File: src/lisas_consts.svh
// Named constants for the local/ISA address steering block.
// Assumes inclusion by bare name from every file that needs a figure.
`ifndef LISAS_CONSTS_SVH
`define LISAS_CONSTS_SVH

// ---------------------------------------------------------------------------
// Synchroniser and field widths
// ---------------------------------------------------------------------------
`define LISAS_CTRL_W      9
`define LISAS_ADDR_W      31
`define LISAS_MID_W       7
`define LISAS_HI_W        5
`define LISAS_CLAIM_W     3
`define LISAS_LOAD_DLY    2

// ---------------------------------------------------------------------------
// Decode constants
// ---------------------------------------------------------------------------
`define LISAS_KBC_DATA    8'h18
`define LISAS_KBC_CMD     8'h19
`define LISAS_MID_ZERO    7'h00
`define LISAS_HI_LOW      5'h00
`define LISAS_BE_NONE     4'hF
`define LISAS_CLAIM_NONE  3'h0
`define LISAS_STATUS_IDLE 4'hF

`endif

File: src/lisas_pkg.sv
// Types shared by the local/ISA address steering block.
// Assumes the constants header is compiled alongside.
package lisas_pkg;

  // -------------------------------------------------------------------------
  // Cycle owner, Gray coded along host to DMA to ISA master.
  // -------------------------------------------------------------------------
  typedef enum logic [1:0]
  {
    LISAS_HOST = 2'h0,
    LISAS_DMA  = 2'h1,
    LISAS_ISAM = 2'h3
  } lisas_owner_e;

  // -------------------------------------------------------------------------
  // Bus state tracker for claim sampling, Gray coded.
  // -------------------------------------------------------------------------
  typedef enum logic [1:0]
  {
    LISAS_IDLE = 2'h0,
    LISAS_T1   = 2'h1,
    LISAS_T2A  = 2'h3,
    LISAS_T2B  = 2'h2
  } lisas_tstate_e;

endpackage : lisas_pkg

File: src/lisas_sync.sv
// Two flip-flop synchroniser for a vector of pin inputs.
// Assumes each bit is an independent level; no bus coherency is implied.
`timescale 1ns/1ps

module lisas_sync
#(
  parameter int W = 1
)
(
  // Clock and reset
  input  wire logic         clock_i,
  input  wire logic         rst_b_i,
  // Data
  input  wire logic [W-1:0] d_i,
  output logic      [W-1:0] q_o
);

  logic [W-1:0] meta_reg;

  // The first stage feeds only the second stage.
  always_ff @(posedge clock_i or negedge rst_b_i)
  begin
    if (!rst_b_i)
    begin
      meta_reg <= '0;
      q_o      <= '0;
    end
    else
    begin
      meta_reg <= d_i;
      q_o      <= meta_reg;
    end
  end

endmodule : lisas_sync

File: src/lisas_steering.sv
// Address-path steering between the local processor bus and the ISA bus.
// Assumes pins arrive asynchronously and the DMA engine drives the
// cycle_drive and dma_load inputs from this same clock.
//
// Contract
// Byte enables are inputs for host accesses to ISA and driven for DMA and ISA master cycles.
// Driven byte enables come from the buffered low address bits and the high-byte enable.
// The high-byte enable is driven for host accesses and is an input for DMA or ISA master.
// The buffered low address bits are driven for host accesses and inputs otherwise.
// Address bits 2 to 9 and 17 to 23 are never driven, only received.
// In DMA cycles address bits 10 to 16 are driven from a latch loaded off intermediate data.
// In DMA and ISA master cycles bits 24 to 27 and 31 are driven low, else released.
// The combined select is the OR of the boot ROM select and keyboard controller select.
// The keyboard controller select fires only for I/O ports 60 and 64.
// The boot ROM select decodes a range set by configuration.
// A low claim input means its agent takes the cycle, for each of three claims.
// Claims are sampled at the end of the first or the second T2, per configuration.
// Only the first claim is honoured until the second and third are enabled.
// Strobe and status lines are inputs for host cycles and driven in DMA and ISA master.
// Hold acknowledge or local grant low means DMA or ISA master owns the cycle.
// Any two-way line the device need not drive is released.
`timescale 1ns/1ps
`include "lisas_consts.svh"

module lisas_steering
(
  // Clock and reset
  input  wire logic        clock_i,
  input  wire logic        rst_b_i,
  // Arbitration pins
  input  wire logic        hold_ack_i,
  input  wire logic        local_grant_b_i,
  input  wire logic        isa_master_b_i,
  // Byte enables
  input  wire logic [3:0]  be_b_i,
  output logic      [3:0]  be_b_o,
  output logic             be_oe_b_o,
  // ISA high-byte enable
  input  wire logic        sbhe_b_i,
  output logic             sbhe_b_o,
  output logic             sbhe_oe_b_o,
  // Buffered low address
  input  wire logic [1:0]  buffered_low_address_i,
  output logic      [1:0]  buffered_low_address_o,
  output logic             buffered_low_address_oe_b_o,
  // Local address pins
  input  wire logic [7:0]  addr_2_9_i,
  input  wire logic [6:0]  addr_10_16_i,
  output logic      [6:0]  addr_10_16_o,
  output logic             addr_10_16_oe_b_o,
  input  wire logic [6:0]  addr_17_23_i,
  output logic      [4:0]  addr_hi_o,
  output logic             addr_hi_oe_b_o,
  // Strobe and status lines
  input  wire logic        ads_b_i,
  input  wire logic        m_io_i,
  input  wire logic [3:0]  cycle_drive_i,
  output logic      [3:0]  cycle_status_o,
  output logic             cycle_status_oe_b_o,
  // DMA page latch
  input  wire logic [6:0]  intermediate_data_low_i,
  input  wire logic        dma_load_i,
  // Chip select configuration and output
  input  wire logic        rom_enable_i,
  input  wire logic [6:0]  rom_base_i,
  input  wire logic [6:0]  rom_mask_i,
  output logic             rom_or_kbc_select_b_o,
  // Local device claims
  input  wire logic [2:0]  local_device_claim_b_i,
  input  wire logic [1:0]  claim_enable_i,
  input  wire logic        claim_second_t2_i,
  output logic      [2:0]  claimed_o,
  output logic             claim_valid_o
);

  // -------------------------------------------------------------------------
  // Pin synchronisers
  // -------------------------------------------------------------------------
  logic [`LISAS_CTRL_W-1:0] ctrl_s;
  logic [`LISAS_ADDR_W-1:0] addr_s;
  logic                     hlda_s;
  logic                     lgnt_b_s;
  logic                     master_b_s;
  logic [2:0]               claim_b_s;
  logic                     ads_b_s;
  logic                     m_io_s;
  logic                     sbhe_b_s;
  logic [1:0]               xa_s;
  logic [7:0]               a2_9_s;
  logic [6:0]               a10_16_s;
  logic [6:0]               a17_23_s;
  logic [6:0]               xd_s;

  lisas_sync #(.W(`LISAS_CTRL_W)) u_ctrl_sync
  (
    .clock_i (clock_i),
    .rst_b_i (rst_b_i),
    .d_i     (~{hold_ack_i, local_grant_b_i, isa_master_b_i,
                local_device_claim_b_i, ads_b_i, m_io_i, sbhe_b_i}),
    .q_o     (ctrl_s)
  );

  lisas_sync #(.W(`LISAS_ADDR_W)) u_addr_sync
  (
    .clock_i (clock_i),
    .rst_b_i (rst_b_i),
    .d_i     ({buffered_low_address_i, addr_2_9_i, addr_10_16_i,
                addr_17_23_i, intermediate_data_low_i}),
    .q_o     (addr_s)
  );

  // Unpack the synchronised vectors. Control pins travel inverted so that a
  // cleared synchroniser reads as their idle high level; otherwise the first
  // edges after reset would see a grant and a strobe that never happened.
  assign {hlda_s, lgnt_b_s, master_b_s, claim_b_s, ads_b_s, m_io_s, sbhe_b_s} = ~ctrl_s;
  assign {xa_s, a2_9_s, a10_16_s, a17_23_s, xd_s} = addr_s;

  // -------------------------------------------------------------------------
  // Cycle ownership
  // -------------------------------------------------------------------------
  lisas_pkg::lisas_owner_e owner_reg;
  lisas_pkg::lisas_owner_e owner_next;
  logic                    alt_owned;

  // Either handshake low hands the bus to DMA or an ISA master.
  always_comb
  begin
    if (!hlda_s || !lgnt_b_s)
      owner_next = master_b_s ? lisas_pkg::LISAS_DMA : lisas_pkg::LISAS_ISAM;
    else
      owner_next = lisas_pkg::LISAS_HOST;
  end

  always_ff @(posedge clock_i or negedge rst_b_i)
  begin
    if (!rst_b_i)
      owner_reg <= lisas_pkg::LISAS_HOST;
    else
      owner_reg <= owner_next;
  end

  assign alt_owned = (owner_reg != lisas_pkg::LISAS_HOST);

  // -------------------------------------------------------------------------
  // Direction control
  // -------------------------------------------------------------------------
  // Enables are active low; lines not called for stay released. Address bits
  // 2 to 9 and 17 to 23 have no output path at all.
  assign be_oe_b_o                   = !alt_owned;
  assign sbhe_oe_b_o                 = alt_owned;
  assign buffered_low_address_oe_b_o = alt_owned;
  assign addr_10_16_oe_b_o           = (owner_reg != lisas_pkg::LISAS_DMA);
  assign addr_hi_oe_b_o              = !alt_owned;
  assign cycle_status_oe_b_o         = !alt_owned;

  // -------------------------------------------------------------------------
  // Byte enables and low address outputs
  // -------------------------------------------------------------------------
  // In alternate cycles the word half comes from the upper buffered bit and
  // the pair inside it from the lower bit and the high-byte enable.
  always_ff @(posedge clock_i or negedge rst_b_i)
  begin
    if (!rst_b_i)
      be_b_o <= `LISAS_BE_NONE;
    else
      be_b_o <= xa_s[1] ? {sbhe_b_s, xa_s[0], 2'h3}
                        : {2'h3, sbhe_b_s, xa_s[0]};
  end

  // Host accesses: high-byte enable and low address follow the byte enables.
  // Byte enables are sampled directly here; they come from this clock's CPU.
  always_ff @(posedge clock_i or negedge rst_b_i)
  begin
    if (!rst_b_i)
    begin
      sbhe_b_o               <= 1'h1;
      buffered_low_address_o <= 2'h0;
    end
    else
    begin
      sbhe_b_o                  <= be_b_i[1] & be_b_i[3];
      buffered_low_address_o[1] <= be_b_i[0] & be_b_i[1];
      buffered_low_address_o[0] <= !(be_b_i[0] == 1'h0 || (be_b_i[1:0] == 2'h3 &&
                                     be_b_i[2] == 1'h0));
    end
  end

  // -------------------------------------------------------------------------
  // DMA page latch and fixed upper address
  // -------------------------------------------------------------------------
  logic [`LISAS_LOAD_DLY-1:0] load_pipe_reg;

  // The load strobe is delayed to line up with the synchronised data.
  always_ff @(posedge clock_i or negedge rst_b_i)
  begin
    if (!rst_b_i)
      load_pipe_reg <= '0;
    else
      load_pipe_reg <= {load_pipe_reg[`LISAS_LOAD_DLY-2:0], dma_load_i};
  end

  always_ff @(posedge clock_i or negedge rst_b_i)
  begin
    if (!rst_b_i)
      addr_10_16_o <= `LISAS_MID_ZERO;
    else if (load_pipe_reg[`LISAS_LOAD_DLY-1])
      addr_10_16_o <= xd_s;
  end

  // The upper lines only ever drive zero when enabled.
  always_ff @(posedge clock_i or negedge rst_b_i)
  begin
    if (!rst_b_i)
      addr_hi_o <= `LISAS_HI_LOW;
    else
      addr_hi_o <= `LISAS_HI_LOW;
  end

  // Strobe and status values come from the DMA engine of this clock.
  always_ff @(posedge clock_i or negedge rst_b_i)
  begin
    if (!rst_b_i)
      cycle_status_o <= `LISAS_STATUS_IDLE;
    else
      cycle_status_o <= cycle_drive_i;
  end

  // -------------------------------------------------------------------------
  // ROM and keyboard controller select
  // -------------------------------------------------------------------------
  logic kbc_hit;
  logic rom_hit;
  logic kbc_hit_reg;
  logic rom_hit_reg;

  // Ports 60 and 64 sit in dword 18 or 19 on lane 0 with the page bits zero.
  assign kbc_hit = !m_io_s && !be_b_i[0] && a10_16_s == `LISAS_MID_ZERO &&
                   (a2_9_s == `LISAS_KBC_DATA || a2_9_s == `LISAS_KBC_CMD);
  assign rom_hit = m_io_s && rom_enable_i &&
                   ((a17_23_s & rom_mask_i) == (rom_base_i & rom_mask_i));

  always_ff @(posedge clock_i or negedge rst_b_i)
  begin
    if (!rst_b_i)
    begin
      kbc_hit_reg <= 1'h0;
      rom_hit_reg <= 1'h0;
    end
    else
    begin
      kbc_hit_reg <= kbc_hit && !alt_owned;
      rom_hit_reg <= rom_hit && !alt_owned;
    end
  end

  assign rom_or_kbc_select_b_o = !(kbc_hit_reg || rom_hit_reg);

  // -------------------------------------------------------------------------
  // Claim sampling
  // -------------------------------------------------------------------------
  lisas_pkg::lisas_tstate_e tstate_reg;
  logic                     sample_now;
  logic [2:0]               claim_mask;

  // A strobe in a host cycle starts T1; two T2 states follow at most.
  always_ff @(posedge clock_i or negedge rst_b_i)
  begin
    if (!rst_b_i)
      tstate_reg <= lisas_pkg::LISAS_IDLE;
    else
    begin
      case (tstate_reg)
        lisas_pkg::LISAS_IDLE: tstate_reg <= (!ads_b_s && !alt_owned) ?
                                             lisas_pkg::LISAS_T1 : lisas_pkg::LISAS_IDLE;
        lisas_pkg::LISAS_T1:   tstate_reg <= lisas_pkg::LISAS_T2A;
        lisas_pkg::LISAS_T2A:  tstate_reg <= claim_second_t2_i ?
                                             lisas_pkg::LISAS_T2B : lisas_pkg::LISAS_IDLE;
        lisas_pkg::LISAS_T2B:  tstate_reg <= lisas_pkg::LISAS_IDLE;
        default:               tstate_reg <= lisas_pkg::LISAS_IDLE;
      endcase
    end
  end

  assign sample_now = (tstate_reg == lisas_pkg::LISAS_T2A && !claim_second_t2_i) ||
                      (tstate_reg == lisas_pkg::LISAS_T2B);
  assign claim_mask = {claim_enable_i, 1'h1};

  // Enables reset low in the driving logic, so only claim 0 counts at power-up.
  always_ff @(posedge clock_i or negedge rst_b_i)
  begin
    if (!rst_b_i)
    begin
      claimed_o     <= `LISAS_CLAIM_NONE;
      claim_valid_o <= 1'h0;
    end
    else
    begin
      claim_valid_o <= sample_now;
      if (sample_now)
        claimed_o <= ~claim_b_s & claim_mask;
    end
  end

  // -------------------------------------------------------------------------
  // Assertions
  // -------------------------------------------------------------------------
  a_owner_map: assert property (@(posedge clock_i) disable iff (!rst_b_i)
    (!hlda_s || !lgnt_b_s) |=> alt_owned)
    else $error("Grant low did not hand the bus to an alternate owner.");
  a_be_drive: assert property (@(posedge clock_i) disable iff (!rst_b_i)
    alt_owned == !be_oe_b_o)
    else $error("Byte enable direction wrong for owner.");
  a_be_derive: assert property (@(posedge clock_i) disable iff (!rst_b_i)
    $past(rst_b_i) && ($past(xa_s) == 2'h0) |-> be_b_o[3:2] == 2'h3 && be_b_o[0] == 1'h0)
    else $error("Driven byte enables disagree with low address.");
  a_sbhe_xa_dir: assert property (@(posedge clock_i) disable iff (!rst_b_i)
    alt_owned |-> sbhe_oe_b_o && buffered_low_address_oe_b_o)
    else $error("High-byte enable or low address driven in alternate cycle.");
  a_xa_host: assert property (@(posedge clock_i) disable iff (!rst_b_i)
    $past(be_b_i) == 4'hB |-> buffered_low_address_o == 2'h2)
    else $error("Low address not derived from byte enable 2.");
  a_page_drive: assert property (@(posedge clock_i) disable iff (!rst_b_i)
    load_pipe_reg[1] |=> addr_10_16_o == $past(xd_s))
    else $error("Page latch did not take intermediate data.");
  a_hi_low: assert property (@(posedge clock_i) disable iff (!rst_b_i)
    !addr_hi_oe_b_o |-> addr_hi_o == `LISAS_HI_LOW && alt_owned)
    else $error("Upper address not low while driven.");
  a_kbc_port: assert property (@(posedge clock_i) disable iff (!rst_b_i)
    kbc_hit_reg |-> $past(!m_io_s) && ($past(a2_9_s) == `LISAS_KBC_DATA ||
                                       $past(a2_9_s) == `LISAS_KBC_CMD))
    else $error("Keyboard select outside ports 60 and 64.");
  a_sel_or: assert property (@(posedge clock_i) disable iff (!rst_b_i)
    $past(rst_b_i) && $past(rom_hit && !alt_owned) |-> !rom_or_kbc_select_b_o)
    else $error("ROM hit did not assert the combined select.");
  a_claim_time: assert property (@(posedge clock_i) disable iff (!rst_b_i)
    (tstate_reg == lisas_pkg::LISAS_T1) ##1 claim_second_t2_i |=> ##1 claim_valid_o)
    else $error("Claim not sampled at the end of the second T2.");
  a_claim_mask: assert property (@(posedge clock_i) disable iff (!rst_b_i)
    claim_valid_o && $past(claim_enable_i) == 2'h0 |-> claimed_o[2:1] == 2'h0)
    else $error("Disabled claim input was honoured.");
  a_claim_low: assert property (@(posedge clock_i) disable iff (!rst_b_i)
    claim_valid_o |-> claimed_o[0] == !$past(claim_b_s[0]))
    else $error("Claim 0 not taken from a low input.");
  a_status_dir: assert property (@(posedge clock_i) disable iff (!rst_b_i)
    alt_owned == !cycle_status_oe_b_o)
    else $error("Status line direction wrong for owner.");

  c_dma_cycle: cover property (@(posedge clock_i) owner_reg == lisas_pkg::LISAS_DMA);
  c_isam_cycle: cover property (@(posedge clock_i) owner_reg == lisas_pkg::LISAS_ISAM);
  c_claim_seen: cover property (@(posedge clock_i) claim_valid_o && claimed_o[0]);
  c_kbc_sel: cover property (@(posedge clock_i) kbc_hit_reg);

endmodule : lisas_steering

File: config.mk
export PLATFORM = sky130hd
export DESIGN_NAME = lisas_steering
export DESIGN_NICKNAME = d
export VERILOG_FILES = /design/src/lisas_pkg.sv /design/src/lisas_sync.sv /design/src/lisas_steering.sv
export VERILOG_INCLUDE_DIRS = /design/src
export SDC_FILE = /design/constraint.sdc
export NUM_CORES = 1
export LEC_CHECK = 0
export BUFFER_PORTS_ARGS = -buffer_cell sky130_fd_sc_hd__buf_4
export CAP_MARGIN = 20
export CORE_AREA = 2 2 88 90
export DETAILED_ROUTE_END_ITERATION = 12
export DIE_AREA = 0 0 90 92
export PLACE_DENSITY = 0.68
export SYNTH_ARGS = -nofsm -noshare
export SYNTH_HDL_FRONTEND = slang
export SYNTH_SLANG_ARGS = --single-unit
File: constraint.sdc
create_clock -name clock_i -period 1.7 [get_ports clock_i]
set_clock_uncertainty 0.15 [all_clocks]
set_input_delay 0.085 -clock clock_i [delete_from_list [all_inputs] [get_ports clock_i]]
set_output_delay 0.085 -clock clock_i [all_outputs]
set_load 0.005 [all_outputs]
=== After elaboration in Yosys (flattened, before gate mapping) ===
Index checks and enable logic that the tools add are counted.

* Logic and storage cells: 67
* Bits in latches: 0
* Output and inout port bits: 34
* Memories: 0
* Bits in writable memories: 0
* ROM bits: 0
* Register bits after elaboration: 110

* Multiplexer cells: 6
* $mul: 0
* Add/sub/neg operators: 0
* Bitwise gates (word level): 10
* Reductions and logical operators: 27
* Div/mod/pow operators: 0
* Shifts and indexed selects: 0
* $lt $le $gt $ge: 0
* Equality and inequality tests: 8

{| class="wikitable"
|+ Operators with widths
! kind !! number
|-
| $not 9->9 || 2
|-
| $eq 8x5->1 const B || 2
|-
| $and 7x7->7 || 2
|-
| $logic_and 1x1->1 || 10
|-
| $logic_not 1->1 || 9
|-
| $pmux 2 s4 || 1
|-
| $eq 7x7->1 || 1
|-
| $logic_not 7->1 || 1
|-
| $eq 2x2->1 const B || 3
|-
| $mux 2 || 3
|-
| $logic_or 1x1->1 || 5
|-
| $mux 4 || 1
|-
| $and 3x3->3 || 1
|-
| $not 3->3 || 1
|-
| $and 1x1->1 || 2
|-
| $eq 2x1->1 const B || 1
|-
| $logic_not 2->1 || 1
|-
| $ne 2x1->1 const B || 1
|-
| $not 1->1 || 2
|-
| $reduce_bool 2->1 || 1
|-
| $mux 1 || 1
|}

=== Depth between registers and ports, before layout ===
Gate-level depths: netlist (run 1).

* Depth after elaboration: 6
* Gate-level depth with buffers: 4
* Mapped depth without buffers: 4

=== By module ===
From an unflattened synthesis (run 1), not the netlist that was laid out.

* Cell total of the unflattened synthesis: 181
* Area, all modules: 3253.1 um2

{| class="wikitable"
|+ Modules (own cells, without submodules)
! module !! instances !! cells an instance !! seq. area each (um2) !! area each (um2)
|-
| lisas_sync at u_addr_sync || 1 || 62 || 1551.5 || 1551.5
|-
| lisas_steering || 1 || 101 || 762.0 || 1251.2
|-
| lisas_sync at u_ctrl_sync || 1 || 18 || 450.4 || 450.4
|}

=== Least setup slack after synthesis (run 1) ===
No wires, ideal clock.

* Path kind: flip-flop to flip-flop
* Start point: reg owner_reg[1]
* End point: reg rom_hit_reg
* Arrival: 1.112 ns
* Path buffers: 0
* Path slack: 0.370 ns
* Required time: 1.482 ns
* Stages on the path, launching flop included: 5
* Path through: dfrtp_1 -> nor2_4 -> inv_2 -> a2111oi_2 -> and4_1

* Cells in the longest elaborated chain, start to end: 3

{| class="wikitable"
|+ Ends and longest elaborated chain
! what !! line !! RTL
|-
| start: declaration || lisas_steering.sv:121 || <nowiki>lisas_pkg::lisas_owner_e owner_reg;</nowiki>
|-
| start signal: assignment || lisas_steering.sv:137 || <nowiki>owner_reg <= lisas_pkg::LISAS_HOST;</nowiki>
|-
| start signal: assignment || lisas_steering.sv:139 || <nowiki>owner_reg <= owner_next;</nowiki>
|-
| $reduce_bool 2->1 || lisas_steering.sv:142 || <nowiki>assign alt_owned = (owner_reg != lisas_pkg::LISAS_HOST);</nowiki>
|-
| $logic_not 1->1 || -- ||
|-
| net addr_hi_oe_b_o || lisas_steering.sv:53 || <nowiki>output logic addr_hi_oe_b_o,</nowiki>
|-
| $logic_and 1x1->1 || lisas_steering.sv:252 || <nowiki>rom_hit_reg <= rom_hit && !alt_owned;</nowiki>
|-
| end signal: assignment || lisas_steering.sv:252 ||
|-
| end: declaration || lisas_steering.sv:234 || <nowiki>logic rom_hit_reg;</nowiki>
|}

The timed path passes the listed nets, and every way through them passes these cells.
A chain may end at the register's enable or synchronous reset.

=== Final worst setup path (run 1) ===
* Start point: reg owner_reg[1]
* End point: reg rom_hit_reg

* Cells in the longest elaborated chain, start to end: 3

{| class="wikitable"
|+ Ends and longest elaborated chain
! what !! line
|-
| $reduce_bool 2->1 || lisas_steering.sv:142
|-
| $logic_not 1->1 || lisas_steering.sv:252
|-
| $logic_and 1x1->1 || lisas_steering.sv:252
|}

Every way passes these cells.

==> key figures, run 1 <==
Status
  • Status: finished clean

Routing
  • Initial drt markers: 56
  • Detail Route Antenna Nets: 0
  • Routed WL: between 5000 and 6000 µm
  • Wire length per cell: 11.66 µm
  • Via Count: 1859
  • Vias per cell: 4.131
  • Drt pass-1 iters: 4
  • Residual DRC: 0

Cells and area
  • Nets: 412
  • Fillers: 570
  • Finished Cell Area: 4837 µm²
  • Sequential Area: roughly 2700 µm²
  • Ant diodes: 0
  • Post-Layout Cell Count: 450
  • Layout cells sized above 1: just under 40%
  • Area delta synth->final: 51.02%
  • Multi-input logic area: 384.1 µm²

Global route
  • Initial antenna violation count: 0
  • GRT overflow: 0
  • Total track usage: 13.92%
  • Largest net degree at the start of global routing: 41
  • First-pass GRT wire length: 8721 µm
  • Vias in the first global route: between 1500 and 2000

Worst setup path
  • Slowest stage cell, crit path: dfrtp_1
  • Buf/Inv on CP: 1
  • Worst path cell trace: nor2_4 -> inv_2 -> a2111oi_2 -> and4_1
  • Crit path capture type: flip-flop
  • Crit-path leading delay family: flip-flops
  • Crit. path cell count: 4
  • Arrival @ worst endpoint: 1.57 ns
  • Startpoint type of the worst setup path: flip-flop
  • CP max FO: 5
  • R2R setup slack: about 0.28 ns
  • Crit path kind: flip-flop to flip-flop
  • Crit path largest cell delay: 0.41 ns
  • Worst EP required: between 1.5 and 2 ns
  • Worst R2R Path Depth: 4

Logic synthesis
  • Synth unique cells: 27
  • Primary FF master, synth: dfrtp_1
  • Sequential share of the synthesized area: 84.73%
  • Post-synth top area share: approximately 77%
  • Netlist Area Pre-Place: 3203 µm²
  • Synth area leaders: dfrtp_1 77%, dfstp_2 7.4%, mux2_2 2.8%
  • Most frequent cell after synthesis: dfrtp_1
  • Syn Inst Count: 179
  • Synth Warn #: 0
  • Number of enable flip-flop cells after synthesis: 0
  • Synthesis-stage register bit count: 108
  • Mapped Avg Cell Area: around 18 µm²
  • Synth area leader: dfrtp_1
  • Commonest cells post-synth: 99 x dfrtp_1, 14 x inv_1, 9 x dfstp_2, 8 x buf_4, 8 x mux2_2
  • Asr flop ratio synth: 100.0%

STA
  • Final Max Tran Viols: 0
  • RSZ-0062 raised after global routing: false
  • Final-report hold violation count: 0
  • Final setup viols: 0
  • Minimum clock period: approximately 1.4 ns
  • Max Fclk: 0.7046 GHz
  • Fin Setup TNS: 0 ns
  • Final Cycle Share: 83.49%

Floorplan
  • IO Pins: 103
  • Vert. Die Dim: 92 µm
  • Die X: 90 µm
  • # rows: 32
  • Starting Density: between 40% and 50%
  • Die ar.: slightly above 8000 µm²
  • CORE AREA: 7447 µm²

Power and ir drop
  • Clock power frac: between 20% and 30%
  • Internal: 0.003774 W
  • Combinational power share: between 10% and 20%
  • Sw frac: 22.57%
  • Sw power: between 0.001 and 0.0015 W
  • Sequential power share: 58.4%
  • VDD IR-drop max: 0.0006669 V
  • Power density over the cells: 1008 nW/µm²
  • Leak: around 2.3 nW

Flow run
  • MaxCap Viol Count: 0

Clock tree
  • Clock transition at path regs: 0.10 ns
  • Clock Tree Root: clkbuf_8
  • Post-CTS Setup Repair Bufs: 0
  • Total CTS buffers: 9
  • CTS tree: done
  • H-tree Lvls: 3
  • Clk buf depth: 2
  • Clock Latency Late Sink: 0.36 ns
  • Clk sink count: 108

Place
  • Placement Cell Area: 4043 µm²
  • Port bufs: 96
  • # placed instances: 374
  • Post-DP HPWL: roughly 3200 µm
  • GPL Wtd Cong: between 0.7 and 0.8

Worst hold path
  • Hold Crit Class: input pin to async pin
-- worst paths after layout --
kind | to | startpoint
worst max-delay path | rom_hit_reg | owner_reg[1]
worst min-delay path | addr_10_16_o[4] | rst_b_i
worst max register to register | rom_hit_reg | owner_reg[1]
worst min register to register | u_addr_sync.q_o[0] | u_addr_sync.meta_reg[0]
max in group asynchronous | cycle_status_o[2] | rst_b_i
min in group clock_i | rom_hit_reg | rom_base_i[2]
-- what timing repair did --
action / CTS / global route
gates resized for setup: 0 / 0
endpoints found under the hold margin: 153 / 1
hold buffers: 60 / 1
setup endpoints to repair: 0 / 1
-- layout make-up --
type	count	share of cell area (%)
flip-flops and latches	108	56.10
repair buffers	158	28.14
multi-input cells	51	7.941
clock buffers	11	3.130
well taps	102	2.638
inverters	15	1.164
clock inverters	5	0.8795
-- cell families (layout without fill, tap and decap cells) --
logic type	Yosys count	count (layout)	synth area share, %
AOI/OAI and AO/OA	10	10	2.460
xor gates and xnor gates	7	7	1.914
buffers and inverters	24	189	3.750
DFF	108	108	84.73
muxes	8	8	2.813
other	1	5	0.1171
and+or+nand+nor	21	21	4.219
-- placed cells by master (no fill, tap or decap), types with 2 or more instances in the layout --
cell type,Yosys,layout
nor2_1,2,2
nand2b_1,3,3
buf_4,8,96
dlygate4sd3_1,0,60
xor2_1,7,7
a22oi_1,3,3
nor4b_1,2,2
clkbuf_8,0,11
a21boi_0,2,2
clkinv_4,0,2
buf_12,0,2
dfrtp_1,99,99
nand3_1,3,3
mux2_2,8,8
inv_1,14,14
o21ai_0,2,2
or2_2,2,2
conb_1,1,5
dfstp_2,9,9
and2_1,3,3
-- per-stage QoR --
stage                     total power [W]  hold WS (ns)  utilization, %  setup slack, ns
after floorplan                  0.003037       -0.3606               -           0.3701
after global placement           0.003350      -0.09914           54.28           0.3012
after detailed placement         0.003366      -0.09997           54.28           0.2766
after CTS                        0.004949       0.02975           64.95          0.05136
after global routing             0.005130       0.05926           64.95           0.1804
final                            0.004874       0.04204           64.95           0.2807
-- power by group through the flow --
stage | clock network [W] | logic (W) | registers [W]
CTS | 0.00152 | 0.000579 | 0.00285
detailed placement | 0 | 0.000464 | 0.00290
global route | 0.00162 | 0.000634 | 0.00288
finish | 0.00146 | 0.000571 | 0.00285
floorplan | 0 | 0.000144 | 0.00289
global placement | 0 | 0.000456 | 0.00289
-- worst register-to-register path, delay by kind of cell, from the launching register on --
kind / cells / cell delay, ns
flip-flops: 1 / 0.41
AND/OR/NAND/NOR: 2 / 0.41
buffers and inverters: 1 / 0.08
AO/OA/AOI/OAI: 1 / 0.31
-- metal layers --
| layer | GRT usage, % | up-vias | wire (µm) |
|---|---|---|---|
| li1 | - | 883 | - |
| met1 | 15.68 | 914 | 2025 |
| met2 | 23.75 | 49 | 2887 |
| met3 | 3.205 | 13 | 161 |
| met4 | 9.359 | 0 | 173 |
| met5 | 0 | - | 0 |
(Power assumes the default switching activity.)
==> inputs of run 2 (changes only) <==
clock period = 1.5 ns   (was 1.7 ns; I/O delays follow)
==> key figures, run 2 (synthesis results as in run 1) <==
Routing
  • Detail Route Antenna Nets: 0 (unchanged)
  • Residual DRC: 0 (unchanged)
  • Drt pass-1 iters: 4 (unchanged)
  • Wire length per cell: 12.57 µm (was 11.66 µm)
  • Via Count: 1859 (unchanged)
  • Routed WL: 5705 µm (was 5247 µm)
  • Vias per cell: 4.095 (was 4.131)
  • Initial drt markers: 48 (was 56)

STA
  • Minimum clock period: 1.389 ns (was 1.419 ns)
  • RSZ-0062 raised after global routing: false (unchanged)
  • Final setup viols: 0 (unchanged)
  • Fin Setup TNS: 0 ns (unchanged)
  • Final Max Tran Viols: 0 (unchanged)
  • Max Fclk: 0.7198 GHz (was 0.7046 GHz)
  • Hold Slack: 0.05028 ns (was 0.04204 ns)
  • Final WS setup: 0.1107 ns (was 0.2807 ns)
  • Final Cycle Share: 92.62% (was 83.49%)
  • Final-report hold violation count: 0 (unchanged)

Floorplan
  • Vert. Die Dim: 92 µm (unchanged)
  • Starting Density: 43.01% (unchanged)
  • # rows: 32 (unchanged)
  • Die ar.: 8280 µm² (unchanged)
  • IO Pins: 103 (unchanged)
  • Die X: 90 µm (unchanged)
  • CORE AREA: 7447 µm² (unchanged)

Worst setup path
  • Crit. Startpoint: u_addr_sync.q_o[7] (was owner_reg[1])
  • Crit path kind: flip-flop to flip-flop (unchanged)
  • R2R Path Start: u_addr_sync.q_o[7] (was owner_reg[1])
  • Slowest stage cell, crit path: dfrtp_1 (unchanged)
  • Worst path cell trace: xor2_1 -> a2111oi_2 -> and4_1 (was nor2_4 -> inv_2 -> a2111oi_2 -> and4_1)
  • CP max FO: 1 (was 5)
  • Worst EP required: 1.64 ns (was 1.85 ns)
  • Crit path capture type: flip-flop (unchanged)
  • Startpoint type of the worst setup path: flip-flop (unchanged)
  • Crit path largest cell delay: 0.40 ns (was 0.41 ns)
  • Arrival @ worst endpoint: 1.53 ns (was 1.57 ns)
  • R2R setup slack: 0.11 ns (was 0.28 ns)

Power and ir drop
  • Total power draw: 0.005514 W (was 0.004874 W)
  • Leak: 2.307 nW (was 2.302 nW)
  • Power density over the cells: 1134 nW/µm² (was 1008 nW/µm²)
  • VDD IR-drop max: 0.0008397 V (was 0.0006669 V)

Place
  • # placed instances: 378 (was 374)
  • GPL Wtd Cong: 0.7143 (was 0.7038)
  • Setup WS pre-CTS: 0.1311 ns (was 0.2766 ns)
  • Post-DP HPWL: 3423 µm (was 3238 µm)
  • Port bufs: 96 (unchanged)

Clock tree
  • Clock Tree Root: clkbuf_8 (unchanged)
  • Post-CTS Setup Repair Bufs: 0 (unchanged)
  • Total CTS buffers: 9 (unchanged)
  • H-tree Lvls: 3 (unchanged)
  • Clock Latency Late Sink: 0.35 ns (was 0.36 ns)
  • CTS tree: done (unchanged)
  • Clock transition at path regs: 0.09 ns (was 0.10 ns)
  • Clk sink count: 108 (unchanged)
  • Clk buf depth: 2 (unchanged)

Status
  • Status: finished clean (unchanged)

Cells and area
  • Commonest non-fill, non-tap cells in the layout: 100 x buf_4, 99 x dfrtp_1, 60 x dlygate4sd3_1, 14 x inv_1, 11 x clkbuf_8 (was 99 x dfrtp_1, 96 x buf_4, 60 x dlygate4sd3_1, 14 x inv_1, 11 x clkbuf_8)
  • Ant diodes: 0 (unchanged)
  • Most common cell after layout, fill and taps aside: buf_4 (was dfrtp_1)
  • Layout cells sized above 1: 39.77% (was 39.37%)
  • Nets: 416 (was 412)
  • Fillers: 558 (was 570)
  • Area delta synth->final: 51.80% (was 51.02%)
  • Sequential Area: 2714 µm² (unchanged)
  • Post-Layout Cell Count: 454 (was 450)
  • Multi-input logic area: 384.1 µm² (unchanged)

Worst hold path
  • Hold path start: rom_base_i[2]
  • Hold Crit Class: input pin to flip-flop (was input pin to async pin)

Global route
  • Vias in the first global route: 2041 (was 1932)
  • First-pass GRT wire length: 9535 µm (was 8721 µm)
  • Total track usage: 15.23% (was 13.92%)
  • Largest net degree at the start of global routing: 34 (was 41)
  • GRT overflow: 0 (unchanged)
  • Initial antenna violation count: 0 (unchanged)

Flow run
  • MaxCap Viol Count: 0 (unchanged)
run 2: worst max-delay path, delay by kind of cell, from the launching register on:
family	cells	cell delay (ns)
xor+xnor	1	0.18
flops	1	0.40
simple gates	1	0.23
compound gates	1	0.37
run 2: worst paths after layout:
check | end | depth (start not counted)
hold reg to reg | u_addr_sync.q_o[23] | 0
min in group asynchronous | u_addr_sync.q_o[4] | 2
setup reg to reg | rom_hit_reg | 3
max in group asynchronous | cycle_status_o[2] | 3
hold / removal | rom_hit_reg | 4
setup / recovery | rom_hit_reg | 3
run 2: cell type report:
| type | count | area share [%] |
|---|---|---|
| clock buffers | 12 | 3.191 |
| clock inverters | 4 | 0.6948 |
| inverters | 15 | 1.158 |
| multi-input cells | 51 | 7.900 |
| flip-flops and latches | 108 | 55.82 |
| well taps | 102 | 2.625 |
| repair buffers | 162 | 28.62 |
run 2: power by group:
group / total, W / internal (W) / switching [W] / leakage [nW]
sequential: 0.00323 / 0.00314 / 0.0000919 / 1.26
combinational: 0.000662 / 0.000429 / 0.000232 / 0.959
clock: 0.00162 / 0.000707 / 0.000914 / 0.0868
run 2: stage by stage:
| step | instance area (µm²) | util, % |
|---|---|---|
| 2_1_floorplan | 3218 | - |
| 3_3_place_gp | 4073 | 54.69 |
| 3_5_place_dp | 4073 | 54.69 |
| 4_1_cts | 4862 | 65.29 |
| 5_1_grt | 4862 | 65.29 |
| 6_report | 4862 | 65.29 |
run 2: metal layers:
| metal | track usage [%] | share of wire, % | vias up |
|---|---|---|---|
| met5 | 0 | 0 | - |
| met4 | 8.974 | 2.5 | 0 |
| met3 | 2.876 | 3.1 | 13 |
| met2 | 27.01 | 57 | 49 |
| met1 | 17.22 | 37 | 907 |
| li1 | - | - | 890 |
run 2: repair_timing:
item | in CTS | in global routing
resized for setup | 0 | 0
hold endpoints to repair | 157 | 0
hold buffers | 60 | 0
==> inputs of run 3 (changes only) <==
ABC_AREA = 1   (was not set)
CORE_AREA = 2 2 89 91   (was 2 2 88 90)
DIE_AREA = 0 0 91 93   (was 0 0 90 92)
clock period = 1.3 ns   (was 1.5 ns; I/O delays follow)
==> key figures, run 3 <==
Routing
  • Wire length per cell: 12.38 µm (was 12.57 µm)
  • Vias per cell: 4.210 (was 4.095)
  • Via Count: 2126 (was 1859)
  • Detail Route Antenna Nets: 0 (unchanged)
  • Drt pass-1 iters: 4 (unchanged)
  • Routed WL: 6250 µm (was 5705 µm)
  • Initial drt markers: 102 (was 48)
  • Residual DRC: 0 (unchanged)

Cells and area
  • Ant diodes: 0 (unchanged)
  • Commonest non-fill, non-tap cells in the layout: 99 x dfrtp_1, 95 x buf_4, 70 x dlygate4sd3_1, 30 x nand2_1, 26 x inv_1 (was 100 x buf_4, 99 x dfrtp_1, 60 x dlygate4sd3_1, 14 x inv_1, 11 x clkbuf_8)
  • Layout cells sized above 1: 33.75% (was 39.77%)
  • Nets: 467 (was 416)
  • Area delta synth->final: 54.83% (was 51.80%)
  • Finished Core Util: 67.35% (was 65.29%)
  • Most common cell after layout, fill and taps aside: dfrtp_1 (was buf_4)

STA
  • Final WS setup: -0.05177 ns (was 0.1107 ns)
  • Max Fclk: ~0.74 GHz
  • Minimum clock period: around 1.4 ns
  • RSZ-0062 raised after global routing: true (was false)
  • Final Cycle Share: 104.0%
  • Final-report hold violation count: 0 (unchanged)
  • Hold Slack: 0.1913 ns (was 0.05028 ns)
  • Final Max Tran Viols: 0 (unchanged)
  • Final setup viols: 3 (was 0)

Worst hold path
  • Hold Crit Class: input pin to async pin (was input pin to flip-flop)

Clock tree
  • Clk buf depth: 2 (unchanged)
  • Clk sink count: 108 (unchanged)
  • H-tree Lvls: 3 (unchanged)
  • Clock transition at path regs: 0.09 ns (about the same)
  • Total CTS buffers: 9 (unchanged)
  • CTS tree: done (unchanged)
  • Clock Tree Root: clkbuf_8 (unchanged)
  • Clock Latency Late Sink: 0.35 ns (about the same)

Global route
  • Vias in the first global route: 2375 (was 2041)
  • GRT overflow: 0 (unchanged)
  • Largest net degree at the start of global routing: 37 (was 34)
  • First-pass GRT wire length: 10460 µm (was 9535 µm)
  • Initial antenna violation count: 0 (unchanged)
  • Total track usage: 16.06% (was 15.23%)

Power and ir drop
  • Leak: 2.490 nW (was 2.307 nW)
  • Power density over the cells: 1323 nW/µm² (was 1134 nW/µm²)
  • VDD IR-drop max: 0.001177 V (was 0.0008397 V)

Logic synthesis
  • Synth Warn #: 0 (unchanged)
  • Mapped Avg Cell Area: 14.75 µm² (was 17.89 µm²)
  • Sequential share of the synthesized area: 82.88% (was 84.73%)
  • Asr flop ratio synth: 100.0% (unchanged)
  • Post-synthesis simple-gate area fraction: 8.407% (was 4.219%)
  • Number of enable flip-flop cells after synthesis: 0 (unchanged)
  • Post-Synth XOR/XNOR Area: 0% (was 1.914%)
  • Synth area leader: dfrtp_1 (unchanged)
  • Post-synthesis mux area share: 2.407% (was 2.812%)
  • Post-synth top area share: 75.66% (was 77.34%)
  • Most frequent cell after synthesis: dfrtp_1 (unchanged)
  • Adder-Cell Fraction of Synth Area: 0% (unchanged)
  • Synth area leaders: dfrtp_1 76%, dfstp_2 7.2%, nand2_1 3.4% (was dfrtp_1 77%, dfstp_2 7.4%, mux2_2 2.8%)
  • Synth unique cells: 21 (was 27)
  • Synthesis-stage register bit count: 108 (unchanged)
  • Commonest cells post-synth: 99 x dfrtp_1, 30 x nand2_1, 27 x inv_1, 20 x nor2_1, 9 x dfstp_2 (was 99 x dfrtp_1, 14 x inv_1, 9 x dfstp_2, 8 x buf_4, 8 x mux2_2)
  • Primary FF master, synth: dfrtp_1 (unchanged)
  • Syn Inst Count: 222 (was 179)
  • Largest family of logic cells by synthesized area: simple AND/OR/NAND/NOR gates (unchanged)
  • Compound-gate portion of the synthesized area: 1.108% (was 2.461%)
  • Netlist Area Pre-Place: 3274 µm² (was 3203 µm²)

Floorplan
  • IO Pins: 103 (unchanged)
  • CORE AREA: 7527 µm² (was 7447 µm²)
  • Die X: 91 µm (was 90 µm)
  • Vert. Die Dim: 93 µm (was 92 µm)
  • Starting Density: 43.50% (was 43.01%)
  • Die ar.: 8463 µm² (was 8280 µm²)
  • # rows: 32 (unchanged)

Worst setup path
  • CP max FO: 5 (was 1)
  • Arrival @ worst endpoint: 1.14 ns (was 1.53 ns)
  • R2R setup slack: 0.02 ns (was 0.11 ns)
  • Startpoint type of the worst setup path: flip-flop (unchanged)
  • Crit path capture type: output pin (was flip-flop)
  • Crit path kind: flip-flop to output pin (was flip-flop to flip-flop)
  • Worst EP required: 1.09 ns (was 1.64 ns)

Place
  • Post-DP HPWL: 3553 µm (was 3423 µm)
  • Port bufs: 96 (unchanged)
  • GPL Wtd Cong: 0.7063 (was 0.7143)

Status
  • Failing checks: setup timing
  • Status: finished with violations (was finished clean)

Flow run
  • MaxCap Viol Count: 0 (unchanged)
==> run 3: cell types whose count changed in the layout (fill, tap and decap cells not counted), sizes merged, moves of 3 or more <==
cell and change:
dlygate4sd3 +10, nor2 +18, a21boi -3, xor2 -7
nand2b -3, nand2 +29, nand3 +4, inv +14
a22oi -3
==> run 3: logic make-up after synthesis <==
kind of cell | Yosys count
buf+inv | 36
flops | 108
mux | 7
simple gates | 64
compound gates | 6
other cells | 1
==> run 3: cell type report <==
class | instances | area [µm²]
Timing Repair Buffer | 170 | 1496
Tap cell | 102 | 127.6
Sequential cell | 108 | 2714
Multi-Input combinational cell | 82 | 409.1
Clock inverter | 6 | 93.84
Inverter | 27 | 101.3
Fill cell | 533 | 2457
Clock buffer | 10 | 127.6
==> run 3: timing repair <==
action	CTS	global route
buffers inserted	1	0
setup endpoints to repair	5	6
gates resized for setup	3	0
hold buffers	68	2
pin swaps	1	0
endpoints found under the hold margin	162	5
==> run 3: where the power goes <==
part | internal, W | total, W | leakage [nW] | switching, W
Combinational | 0.000498 | 0.000805 | 1.12 | 0.000307
Clock | 0.00111 | 0.00218 | 0.108 | 0.00107
Sequential | 0.00362 | 0.00373 | 1.26 | 0.000105
Total | 0.00523 | 0.00671 | 2.49 | 0.00148
==> run 3: final timing paths <==
path / start / to / cells after the start
max in group asynchronous: rst_b_i / u_addr_sync.q_o[30] / 3
setup reg to reg: owner_reg[0] / rom_hit_reg / 6
hold reg to reg: u_addr_sync.meta_reg[9] / u_addr_sync.q_o[9] / 0
hold / removal: rst_b_i / be_b_o[3] / 2
min in group clock_i: u_addr_sync.meta_reg[9] / u_addr_sync.q_o[9] / 0
setup / recovery: owner_reg[0] / sbhe_oe_b_o / 3
==> run 3: stage by stage <==
stage | area, µm² | setup slack (ns) | instances | power, W | TNS [ns]
after floorplan | 3289 | 0.2243 | 226 | 0.003980 | 0
after global placement | 4133 | 0.1456 | 418 | 0.004400 | 0
after detailed placement | 4133 | 0.1187 | 418 | 0.004427 | 0
after CTS | 5050 | -0.05430 | 503 | 0.006793 | -0.1428
after global routing | 5070 | -0.1061 | 505 | 0.007070 | -0.4222
final | 5070 | -0.05177 | 505 | 0.006708 | -0.1038
==> run 3: layer usage <==
layer | GRT usage [%] | vias up | part of all wire (%)
met5 | 0 | - | 0
met4 | 5.177 | 0 | 1.3
met3 | 6.044 | 8 | 6.8
met2 | 28.15 | 84 | 54
met1 | 18.27 | 1022 | 38
li1 | - | 1012 | -
==> run 3: critical path: stages (launching register included) <==
cell and delay [ns]:
dfrtp_1 0.41, nor2_4 0.19, inv_2 0.07, buf_6 0.12
